<file path="config.mk">
export PLATFORM = sky130hd
export DESIGN_NAME = utxrx_top
export DESIGN_NICKNAME = d
export VERILOG_FILES = /design/src/verilog/utxrx_pkg.sv /design/src/verilog/utxrx_top.sv
export VERILOG_INCLUDE_DIRS = /design/src /design/src/verilog
export SDC_FILE = /design/constraint.sdc
export NUM_CORES = 1
export LEC_CHECK = 0
export BUFFER_PORTS_ARGS = -buffer_cell sky130_fd_sc_hd__buf_2
export CAP_MARGIN = 0
export CORE_ASPECT_RATIO = 1.1
export CORE_MARGIN = 2
export CORE_UTILIZATION = 40
export CTS_CLUSTER_SIZE = 14
export DETAILED_ROUTE_END_ITERATION = 10
export PLACE_DENSITY = 0.67
export SETUP_SLACK_MARGIN = 0.3
export SYNTH_ARGS = -nofsm -noshare
export SYNTH_HDL_FRONTEND = slang
export SYNTH_SLANG_ARGS = --single-unit
</file>
<file path="constraint.sdc">
create_clock -name i_clk -period 3.51 [get_ports i_clk]
set_input_delay 0.351 -clock i_clk [delete_from_list [all_inputs] [get_ports i_clk]]
set_output_delay 0.351 -clock i_clk [all_outputs]
set_load 0.005 [all_outputs]
</file>
<file path="src/verilog/utxrx_consts.svh">
// Register offsets, field positions, reset values and timing counts of the serial transceiver
`ifndef UTXRX_CONSTS_SVH
`define UTXRX_CONSTS_SVH

`define UTXRX_ADDR_W            3
`define UTXRX_OFF_DATA          3'h0
`define UTXRX_OFF_CSA           3'h1
`define UTXRX_OFF_CSB           3'h2
`define UTXRX_OFF_DIV           3'h3

`define UTXRX_CSA_RXDONE        7
`define UTXRX_CSA_TXDONE        6
`define UTXRX_CSA_TXEMPTY       5
`define UTXRX_CSA_FRAMERR       4
`define UTXRX_CSA_OVERRUN       3
`define UTXRX_CSA_ADDRFILT      0

`define UTXRX_CSB_RXIE          7
`define UTXRX_CSB_TXIE          6
`define UTXRX_CSB_EMPTYIE       5
`define UTXRX_CSB_RECEIVER_ENABLE          4
`define UTXRX_CSB_TRANSMITTER_ENABLE          3
`define UTXRX_CSB_NINE          2
`define UTXRX_CSB_RXB9          1
`define UTXRX_CSB_TXB9          0

`define UTXRX_CSB_RESET         8'h02
`define UTXRX_DIV_W             12
`define UTXRX_DIV_RESET         12'h000
`define UTXRX_OVERSAMPLE        16
`define UTXRX_SMP_A             4'h7
`define UTXRX_SMP_B             4'h8
`define UTXRX_SMP_C             4'h9
`define UTXRX_SMP_LAST          4'hF

`endif

</file>
<file path="src/verilog/utxrx_pkg.sv">
// Types of the serial transceiver
package utxrx_pkg;
    typedef enum logic [1:0] {
        TX_IDLE  = 2'b00,
        TX_SHIFT = 2'b01
    } utxrx_tx_state_t;

    typedef enum logic [1:0] {
        RX_IDLE  = 2'b00,
        RX_START = 2'b01,
        RX_DATA  = 2'b10
    } utxrx_rx_state_t;
endpackage

</file>
<file path="src/verilog/utxrx_top.sv">
// Asynchronous serial transceiver with 16x oversampled receiver and address filter
//
// Function
// - Idle transmitter loads shifter on write
// - Busy transmitter defers load past stop
// - Buffer-to-shifter transfer sets empty flag
// - Frame: start bit zero, stop bit one
// - Send start, data LSB first, stop
// - Empty flag stays set until written
// - Done flag after stop bit time
// - Transmit enable owns output pin
// - Receiver samples at sixteen times baud
// - Reject start bit on majority one
// - Data bits majority of samples 7-9
// - Zero stop majority sets framing error
// - Character moves to receive buffer unless filtered out or buffer still full
// - Data address: read receive, write transmit
// - Overrun drops character, shows after read
// - Receive enable forces pin to input
// - Nine-bit mode carries ninth data bit
// - Ninth or stop bit marks address
// - Address filter ignores data characters
// - Stop bit one clears framing error
// - Reading receive buffer clears done flag
// - Done flag cleared by ack or one
// - Empty flag set during reset
//
// Added by the designer: strobed register access and the register offsets.
`include "utxrx_consts.svh"
`timescale 1ns/1ps
`default_nettype none

module utxrx_top (
    input  wire logic                      i_clk,
    input  wire logic                      i_rst,
    input  wire logic [`UTXRX_ADDR_W-1:0]  i_addr,
    input  wire logic [7:0]                i_wdata,
    input  wire logic                      i_wr,
    input  wire logic                      i_rd,
    output logic      [7:0]                o_rdata,
    input  wire logic                      i_tx_done_ack,
    input  wire logic                      i_rx_port_pin,
    input  wire logic                      i_tx_pin_direction_bit,
    input  wire logic                      i_tx_port_bit,
    input  wire logic                      i_rx_pin_direction_bit,
    input  wire logic                      i_rx_pin_pullup_bit,
    output logic                           o_tx_port_pin,
    output logic                           o_tx_pin_oe,
    output logic                           o_rx_pin_oe,
    output logic                           o_rx_pin_pullup,
    output logic                           o_irq_rx_done,
    output logic                           o_irq_tx_done,
    output logic                           o_irq_tx_empty
);
    // Register file
    logic [7:0]              ctrl_reg, ctrl_next;
    logic [`UTXRX_DIV_W-1:0] div_reg, div_next;
    logic                    filt_reg, filt_next;
    logic                    tx_done_reg, tx_done_next;
    logic                    tx_empty_reg, tx_empty_next;
    logic [7:0]              tx_buf_reg, tx_buf_next;
    logic                    tx_buf_b9_reg, tx_buf_b9_next;
    logic [7:0]              rdata_reg, rdata_next;

    // Tick divider
    logic [`UTXRX_DIV_W-1:0] tick_cnt_reg, tick_cnt_next;
    logic                    tick;

    // Transmitter
    utxrx_pkg::utxrx_tx_state_t tx_st_reg, tx_st_next;
    logic [10:0]             tx_sh_reg, tx_sh_next;
    logic [3:0]              tx_bits_reg, tx_bits_next;
    logic [3:0]              tx_sub_reg, tx_sub_next;
    logic                    tx_out_reg, tx_out_next;

    // Receiver
    utxrx_pkg::utxrx_rx_state_t rx_st_reg, rx_st_next;
    logic [3:0]              rx_sub_reg, rx_sub_next;
    logic [3:0]              rx_bits_reg, rx_bits_next;
    logic [9:0]              rx_sh_reg, rx_sh_next;
    logic [2:0]              rx_vote_reg, rx_vote_next;
    logic [7:0]              rx_buf_reg, rx_buf_next;
    logic                    rx_b9_reg, rx_b9_next;
    logic                    rx_done_reg, rx_done_next;
    logic                    ferr_reg, ferr_next;
    logic                    ovr_reg, ovr_next;
    logic                    ovr_pend_reg, ovr_pend_next;

    // Output flops
    logic                    pin_oe_reg, rx_oe_reg, pullup_reg, irq_rx_reg, irq_tx_reg, irq_em_reg;

    logic                    transmitter_enable, receiver_enable, nine, wr_data, rd_data;
    logic                    maj, stop_bit, is_addr;
    logic [3:0]              nbits;

    assign transmitter_enable    = ctrl_reg[`UTXRX_CSB_TRANSMITTER_ENABLE];
    assign receiver_enable    = ctrl_reg[`UTXRX_CSB_RECEIVER_ENABLE];
    assign nine    = ctrl_reg[`UTXRX_CSB_NINE];
    assign wr_data = i_wr && (i_addr == `UTXRX_OFF_DATA);
    assign rd_data = i_rd && (i_addr == `UTXRX_OFF_DATA);
    // Start + data + stop, plus the ninth bit in nine-bit mode, counted from the start bit
    assign nbits   = nine ? 4'hB : 4'hA;
    assign maj     = (rx_vote_reg[0] & rx_vote_reg[1]) | (rx_vote_reg[0] & rx_vote_reg[2]) |
                     (rx_vote_reg[1] & rx_vote_reg[2]);

    // Sixteen-times-baud tick; divider value N gives N+1 clocks per tick
    always_comb begin
        tick          = (tick_cnt_reg == div_reg);
        tick_cnt_next = tick ? `UTXRX_DIV_RESET : tick_cnt_reg + 1'b1;
    end

    // Transmitter
    always_comb begin
        tx_st_next     = tx_st_reg;
        tx_sh_next     = tx_sh_reg;
        tx_bits_next   = tx_bits_reg;
        tx_sub_next    = tx_sub_reg;
        tx_out_next    = tx_out_reg;
        tx_empty_next  = tx_empty_reg;
        tx_done_next   = tx_done_reg;
        tx_buf_next    = tx_buf_reg;
        tx_buf_b9_next = tx_buf_b9_reg;
        if (wr_data) begin
            tx_buf_next    = i_wdata;
            tx_buf_b9_next = ctrl_reg[`UTXRX_CSB_TXB9];
            tx_empty_next  = 1'b0;
        end
        if (i_tx_done_ack || (i_wr && i_addr == `UTXRX_OFF_CSA && i_wdata[`UTXRX_CSA_TXDONE])) begin
            tx_done_next = 1'b0;
        end
        case (tx_st_reg)
            utxrx_pkg::TX_IDLE: begin
                tx_out_next = 1'b1;
                // A character left in the buffer waits until the transmitter is enabled
                if (!tx_empty_reg && transmitter_enable) begin
                    tx_sh_next    = nine ? {1'b1, tx_buf_b9_reg, tx_buf_reg, 1'b0}
                                         : {2'b11, tx_buf_reg, 1'b0};
                    tx_empty_next = 1'b1;
                    tx_bits_next  = 4'h0;
                    tx_sub_next   = 4'h0;
                    tx_st_next    = utxrx_pkg::TX_SHIFT;
                end
            end
            utxrx_pkg::TX_SHIFT: begin
                if (tick) begin
                    tx_sub_next = tx_sub_reg + 1'b1;
                    if (tx_sub_reg == 4'h0) begin
                        tx_out_next = tx_sh_reg[0];
                        tx_sh_next  = {1'b1, tx_sh_reg[10:1]};
                    end
                    if (tx_sub_reg == `UTXRX_SMP_LAST) begin
                        tx_bits_next = tx_bits_reg + 1'b1;
                        if (tx_bits_reg == nbits - 1'b1) begin
                            // Stop bit has stood one bit time
                            tx_st_next = utxrx_pkg::TX_IDLE;
                            if (tx_empty_reg && !wr_data) begin
                                tx_done_next = 1'b1;
                            end
                        end
                    end
                end
            end
            default: tx_st_next = utxrx_pkg::TX_IDLE;
        endcase
    end

    // Receiver
    always_comb begin
        rx_st_next    = rx_st_reg;
        rx_sub_next   = rx_sub_reg;
        rx_bits_next  = rx_bits_reg;
        rx_sh_next    = rx_sh_reg;
        rx_vote_next  = rx_vote_reg;
        rx_buf_next   = rx_buf_reg;
        rx_b9_next    = rx_b9_reg;
        rx_done_next  = rx_done_reg;
        ferr_next     = ferr_reg;
        ovr_next      = ovr_reg;
        ovr_pend_next = ovr_pend_reg;
        stop_bit      = maj;
        is_addr       = nine ? rx_sh_reg[9] : maj;
        if (rd_data) begin
            rx_done_next  = 1'b0;
            ovr_next      = ovr_pend_reg;
            ovr_pend_next = 1'b0;
        end
        if (tick && receiver_enable) begin
            rx_sub_next = rx_sub_reg + 1'b1;
            if (rx_sub_reg == `UTXRX_SMP_A || rx_sub_reg == `UTXRX_SMP_B || rx_sub_reg == `UTXRX_SMP_C) begin
                rx_vote_next = {rx_vote_reg[1:0], i_rx_port_pin};
            end
            case (rx_st_reg)
                utxrx_pkg::RX_IDLE: begin
                    rx_sub_next = 4'h1;
                    if (!i_rx_port_pin) begin
                        rx_st_next = utxrx_pkg::RX_START;
                    end
                end
                utxrx_pkg::RX_START: begin
                    if (rx_sub_reg == `UTXRX_SMP_LAST) begin
                        rx_bits_next = 4'h1;
                        rx_st_next   = maj ? utxrx_pkg::RX_IDLE : utxrx_pkg::RX_DATA;
                    end
                end
                utxrx_pkg::RX_DATA: begin
                    if (rx_sub_reg == `UTXRX_SMP_LAST) begin
                        rx_bits_next = rx_bits_reg + 1'b1;
                        if (rx_bits_reg != nbits - 1'b1) begin
                            rx_sh_next = {maj, rx_sh_reg[9:1]};
                        end else begin
                            rx_st_next = utxrx_pkg::RX_IDLE;
                            if (!filt_reg || is_addr) begin
                                if (rx_done_reg && !rd_data) begin
                                    ovr_pend_next = 1'b1;
                                end else begin
                                    rx_buf_next  = nine ? rx_sh_reg[8:1] : rx_sh_reg[9:2];
                                    rx_b9_next   = nine ? rx_sh_reg[9] : rx_b9_reg;
                                    rx_done_next = 1'b1;
                                    ovr_next     = ovr_pend_reg && !rd_data;
                                    ferr_next    = !stop_bit;
                                end
                            end
                        end
                    end
                end
                default: rx_st_next = utxrx_pkg::RX_IDLE;
            endcase
        end else if (!receiver_enable) begin
            rx_st_next = utxrx_pkg::RX_IDLE;
        end
    end

    // Register writes and reads
    always_comb begin
        ctrl_next  = ctrl_reg;
        div_next   = div_reg;
        filt_next  = filt_reg;
        rdata_next = 8'h00;
        if (i_wr) begin
            case (i_addr)
                `UTXRX_OFF_CSA: filt_next = i_wdata[`UTXRX_CSA_ADDRFILT];
                `UTXRX_OFF_CSB: ctrl_next = {i_wdata[7:2], ctrl_reg[`UTXRX_CSB_RXB9], i_wdata[0]};
                `UTXRX_OFF_DIV: div_next  = {i_wdata, div_reg[3:0]};
                default: ;
            endcase
        end
        ctrl_next[`UTXRX_CSB_RXB9] = rx_b9_next;
        if (i_rd) begin
            case (i_addr)
                `UTXRX_OFF_DATA: rdata_next = rx_buf_reg;
                `UTXRX_OFF_CSA:  rdata_next = {rx_done_reg, tx_done_reg, tx_empty_reg, ferr_reg, ovr_reg,
                                               2'b00, filt_reg};
                `UTXRX_OFF_CSB:  rdata_next = {ctrl_reg[7:1], 1'b0};
                `UTXRX_OFF_DIV:  rdata_next = div_reg[11:4];
                default:         rdata_next = 8'h00;
            endcase
        end
    end

    always_ff @(posedge i_clk) begin
        if (i_rst) begin
            ctrl_reg      <= `UTXRX_CSB_RESET;
            div_reg       <= `UTXRX_DIV_RESET;
            filt_reg      <= 1'b0;
            tx_done_reg   <= 1'b0;
            tx_empty_reg  <= 1'b1;
            tx_buf_reg    <= 8'h00;
            tx_buf_b9_reg <= 1'b0;
            rdata_reg     <= 8'h00;
            tick_cnt_reg  <= `UTXRX_DIV_RESET;
            tx_st_reg     <= utxrx_pkg::TX_IDLE;
            tx_sh_reg     <= 11'h7FF;
            tx_bits_reg   <= 4'h0;
            tx_sub_reg    <= 4'h0;
            tx_out_reg    <= 1'b1;
            rx_st_reg     <= utxrx_pkg::RX_IDLE;
            rx_sub_reg    <= 4'h0;
            rx_bits_reg   <= 4'h0;
            rx_sh_reg     <= 10'h000;
            rx_vote_reg   <= 3'h7;
            rx_buf_reg    <= 8'h00;
            rx_b9_reg     <= 1'b1;
            rx_done_reg   <= 1'b0;
            ferr_reg      <= 1'b0;
            ovr_reg       <= 1'b0;
            ovr_pend_reg  <= 1'b0;
            pin_oe_reg    <= 1'b0;
            rx_oe_reg     <= 1'b0;
            pullup_reg    <= 1'b0;
            irq_rx_reg    <= 1'b0;
            irq_tx_reg    <= 1'b0;
            irq_em_reg    <= 1'b0;
        end else begin
            ctrl_reg      <= ctrl_next;
            div_reg       <= div_next;
            filt_reg      <= filt_next;
            tx_done_reg   <= tx_done_next;
            tx_empty_reg  <= tx_empty_next;
            tx_buf_reg    <= tx_buf_next;
            tx_buf_b9_reg <= tx_buf_b9_next;
            rdata_reg     <= rdata_next;
            tick_cnt_reg  <= tick_cnt_next;
            tx_st_reg     <= tx_st_next;
            tx_sh_reg     <= tx_sh_next;
            tx_bits_reg   <= tx_bits_next;
            tx_sub_reg    <= tx_sub_next;
            tx_out_reg    <= transmitter_enable ? tx_out_next : i_tx_port_bit;
            rx_st_reg     <= rx_st_next;
            rx_sub_reg    <= rx_sub_next;
            rx_bits_reg   <= rx_bits_next;
            rx_sh_reg     <= rx_sh_next;
            rx_vote_reg   <= rx_vote_next;
            rx_buf_reg    <= rx_buf_next;
            rx_b9_reg     <= rx_b9_next;
            rx_done_reg   <= rx_done_next;
            ferr_reg      <= ferr_next;
            ovr_reg       <= ovr_next;
            ovr_pend_reg  <= ovr_pend_next;
            pin_oe_reg    <= transmitter_enable | i_tx_pin_direction_bit;
            rx_oe_reg     <= !receiver_enable && i_rx_pin_direction_bit;
            pullup_reg    <= i_rx_pin_pullup_bit;
            irq_rx_reg    <= rx_done_next && ctrl_next[`UTXRX_CSB_RXIE];
            irq_tx_reg    <= tx_done_next && ctrl_next[`UTXRX_CSB_TXIE];
            irq_em_reg    <= tx_empty_next && ctrl_next[`UTXRX_CSB_EMPTYIE];
        end
    end

    assign o_rdata         = rdata_reg;
    assign o_tx_port_pin   = tx_out_reg;
    assign o_tx_pin_oe     = pin_oe_reg;
    assign o_rx_pin_oe     = rx_oe_reg;
    assign o_rx_pin_pullup = pullup_reg;
    assign o_irq_rx_done   = irq_rx_reg;
    assign o_irq_tx_done   = irq_tx_reg;
    assign o_irq_tx_empty  = irq_em_reg;
endmodule // utxrx_top

`default_nettype wire

</file>
==> results_dict.tcl <==
set metrics [dict create \
    cts_tree "done" \
    io_pins 36 \
    path_cells "inv_1, ha_1, or3b_1, nor4_2, and3_1, buf_4, nand3_1, a21oi_1" \
    postCtsSetupBuffers 0 \
    synth_cells 580 \
    drive_above_1_share_pct 12.2 \
    n_antenna_cell 0 \
    cts_hold_buf 0 \
    yosysSeqAreaShare_pct 43.3 \
    fin_crit_sh_pct 68.2 \
    crit_family "simple AND/OR/NAND/NOR gates" \
    crit_path_top_delay_cell "and3_1" \
    ff_latch_area_um2 2160 \
    yosys.area.top_type "dfxtp_1" \
    drc_errors 0 \
    synth-edff-count 0 \
    synthTopCellsByArea "dfxtp_1, mux2i_1, a21oi_1" \
    vias_per_cell 5.36 \
    grt_overflow_total 0 \
    p_leak_uw 0.00208 \
    totalPowerFinal_uw 2430 \
    hp-class "primary input to register" \
    wl_um 11400 \
    tightest_slew_ns 1.03 \
    cp.depth 8 \
    dieWidth_um 111 \
    areaGrowthSynthToFinish_pct 11.9 \
    track_usage_pct 17.4 \
    critPathKind "register to register" \
    crit_start "tick_cnt_reg[1]" \
    synthDominantCellAreaShare_pct 43.3 \
    rsz0062_at_grt "false" \
    cts_resized 0 \
    path_clk_slew_ns 0.07 \
    initial_utilization_pct 41.3 \
    crit_path_end_kind "register" \
    worstReg2RegEnd "rx_sh_reg[5]" \
    avgSynthCellArea_um2 8.61 \
    synth_nets 610 \
    grt_max_degree 45 \
    cp.arrival_ns 2.66 \
    cpPeakStageDelay_ns 0.56 \
    rows 42 \
    cts_root_buf "clkbuf_16" \
    synth_ff_type "dfxtp_1" \
    cts_buffers 9 \
    fin_crit_ns 2.39 \
    core-area_um2 12100 \
    fillCellCount 1174 \
    max_freq_mhz 418 \
    gp_congestion 0.826 \
    grt_pass1_wl_um 19200 \
    antenna_found_initial 0 \
    drv_slew 0 \
    worstSkewPairLatency_ns 0.35 \
    async_reset_ff_share_pct 0 \
    dp_hpwl_um 8160 \
    chipHeight_um 121 \
    first_iter_violations 351 \
    maxCapViolCount 0 \
    worst-path-buf-inv 2 \
    crit_path_max_fanout 15 \
    multi_input_area_um2 2610 \
    worstSetupEndpoint "rx_sh_reg[5]" \
    grt_pass1_vias 3975 \
    ctsLongestPathBuffers 2 \
    largest_reg_flops 12 \
    fin_nets 632 \
    hold_viol 0 \
    skew_ns 0.0106 \
    num_vias 4076 \
    setup_viol 0 \
    r2r-start "tick_cnt_reg[1]" \
    maxSlewHeadroom_pct 31.1 \
    crit_path_start_kind "register" \
    ys_warn_count 0 \
    status "completed" \
    required_ns 3.78 \
    clock_sinks 108 \
    setup_tns_ns 0 \
    htreeDepth 3 \
    port_buffers 35 \
    first_pass_iters 4 \
    vdd_drop_max_v 0.000256 \
    powerDensity_nw_per_um2 435 \
    reg2reg_depth 8 \
    ys_ff_latch 108 \
    wl_per_cell_um 14.9 \
    ys_types 54 \
    ant_nets 0 \
    dieArea_um2 13400 \
    reg2reg_slack_ns 1.12 \
    netlist_area_um2 4990 \
]
-- logic make-up after synthesis --
family / synth area share, %
AND/OR/NAND/NOR: 24.6
AO/OA/AOI/OAI: 14.0
flip-flops: 43.3
buffers and inverters: 4.36
multiplexers: 7.84
XOR/XNOR: 3.51
adder cells (fa/ha/maj): 2.46
-- area by class of cell --
cell class | count | share of cell area (%)
Inverter | 19 | 1.28
Sequential cell | 108 | 38.7
Tap cell | 154 | 3.45
Clock buffer | 11 | 4.35
Timing Repair Buffer | 44 | 4.35
Multi-Input combinational cell | 420 | 46.8
Clock inverter | 5 | 1.10
-- worst min path at each step --
stage	from	end	slack, ns	cells past startpoint
5_1_grt	i_tx_pin_direction_bit	o_tx_pin_oe	0.22	3
6_report	i_tx_pin_direction_bit	o_tx_pin_oe	0.22	3
2_1_floorplan	rx_buf_reg[1]	rx_buf_reg[1]	0.42	2
3_5_place_dp	tx_buf_reg[1]	tx_buf_reg[1]	0.44	2
3_3_place_gp	ctrl_reg[0]	tx_buf_b9_reg	0.44	2
4_1_cts	i_tx_pin_direction_bit	o_tx_pin_oe	0.21	3
-- placed cells by master (no fill, tap or decap), types with 3 or more instances in the layout --
cell type   netlist  layout
dfxtp_1         108     108
nand2_1          66      66
nor2_1           65      65
a21oi_1          62      62
mux2i_1          38      38
buf_2             3      35
nand3_1          21      21
inv_1            19      19
xor2_1           13      13
nor2b_1          12      12
o21ai_0          11      11
nand4_1          10      10
and3_1           10      10
a211oi_1         10      10
a41o_1           10      10
ha_1              9       9
clkbuf_16         0       9
buf_4             3       9
nand3b_1          8       8
nor3b_1           7       7
xnor2_1           7       7
nand2b_1          6       6
nor3_1            5       5
a2bb2oi_1         5       5
and2_1            4       4
or3_1             4       4
or2_2             3       3
or4_1             3       3
clkinvlp_4        0       3
-- through the flow --
stage / cells / setup WS [ns] / hold slack, ns / utilization [%] / instance area, µm²
2_1_floorplan: 580 / 1.48 / 0.421 / - / 4990
3_3_place_gp: 745 / 1.18 / 0.438 / 43.7 / 5280
3_5_place_dp: 745 / 1.15 / 0.444 / 43.7 / 5280
4_1_cts: 761 / 1.11 / 0.209 / 46.2 / 5590
5_1_grt: 761 / 0.947 / 0.222 / 46.2 / 5590
6_report: 761 / 1.12 / 0.218 / 46.2 / 5590
-- worst reg2reg max path, stage by stage (launching register included) --
cell     delay [ns]
dfxtp_1        0.34
inv_1          0.07
ha_1           0.12
or3b_1         0.43
nor4_2         0.28
and3_1         0.56
buf_4          0.28
nand3_1        0.09
a21oi_1        0.15
-- per-layer routing --
layer	up-vias	wire length (µm)	part of all wire, %	track usage, %
li1	2068	-	-	-
met1	1936	5170	46	22.0
met2	60	5700	50	30.3
met3	12	354	3.1	2.80
met4	0	134	1.2	6.33
met5	-	0	0	0
-- power by group --
group	internal, µW	leakage, µW	total [µW]	switching [µW]
clock network	574	0.000138	1020	447
registers	1240	0.000873	1250	11.6
logic	55.9	0.00107	157	101
total	1870	0.00208	2430	559
-- Yosys cell counts, drive strengths merged, types with 2 or more instances --
cell type,count
ha,9
nor4,2
a2bb2oi,5
inv,19
a211oi,10
and3,10
a41o,10
o21ai,11
nor2,66
nor4b,2
nor2b,12
and4,2
nor3b,7
nor3,6
buf,13
a31oi,2
mux2i,38
a21oi,62
a31o,2
nand2b,6
or3,4
or2,3
xor2,13
clkbuf,20
or3b,3
a21o,2
nand3,22
nand3b,8
and2,4
nand4,11
dfxtp,108
xnor2,7
or4,3
nand2,66
(Power assumes the default switching activity.)
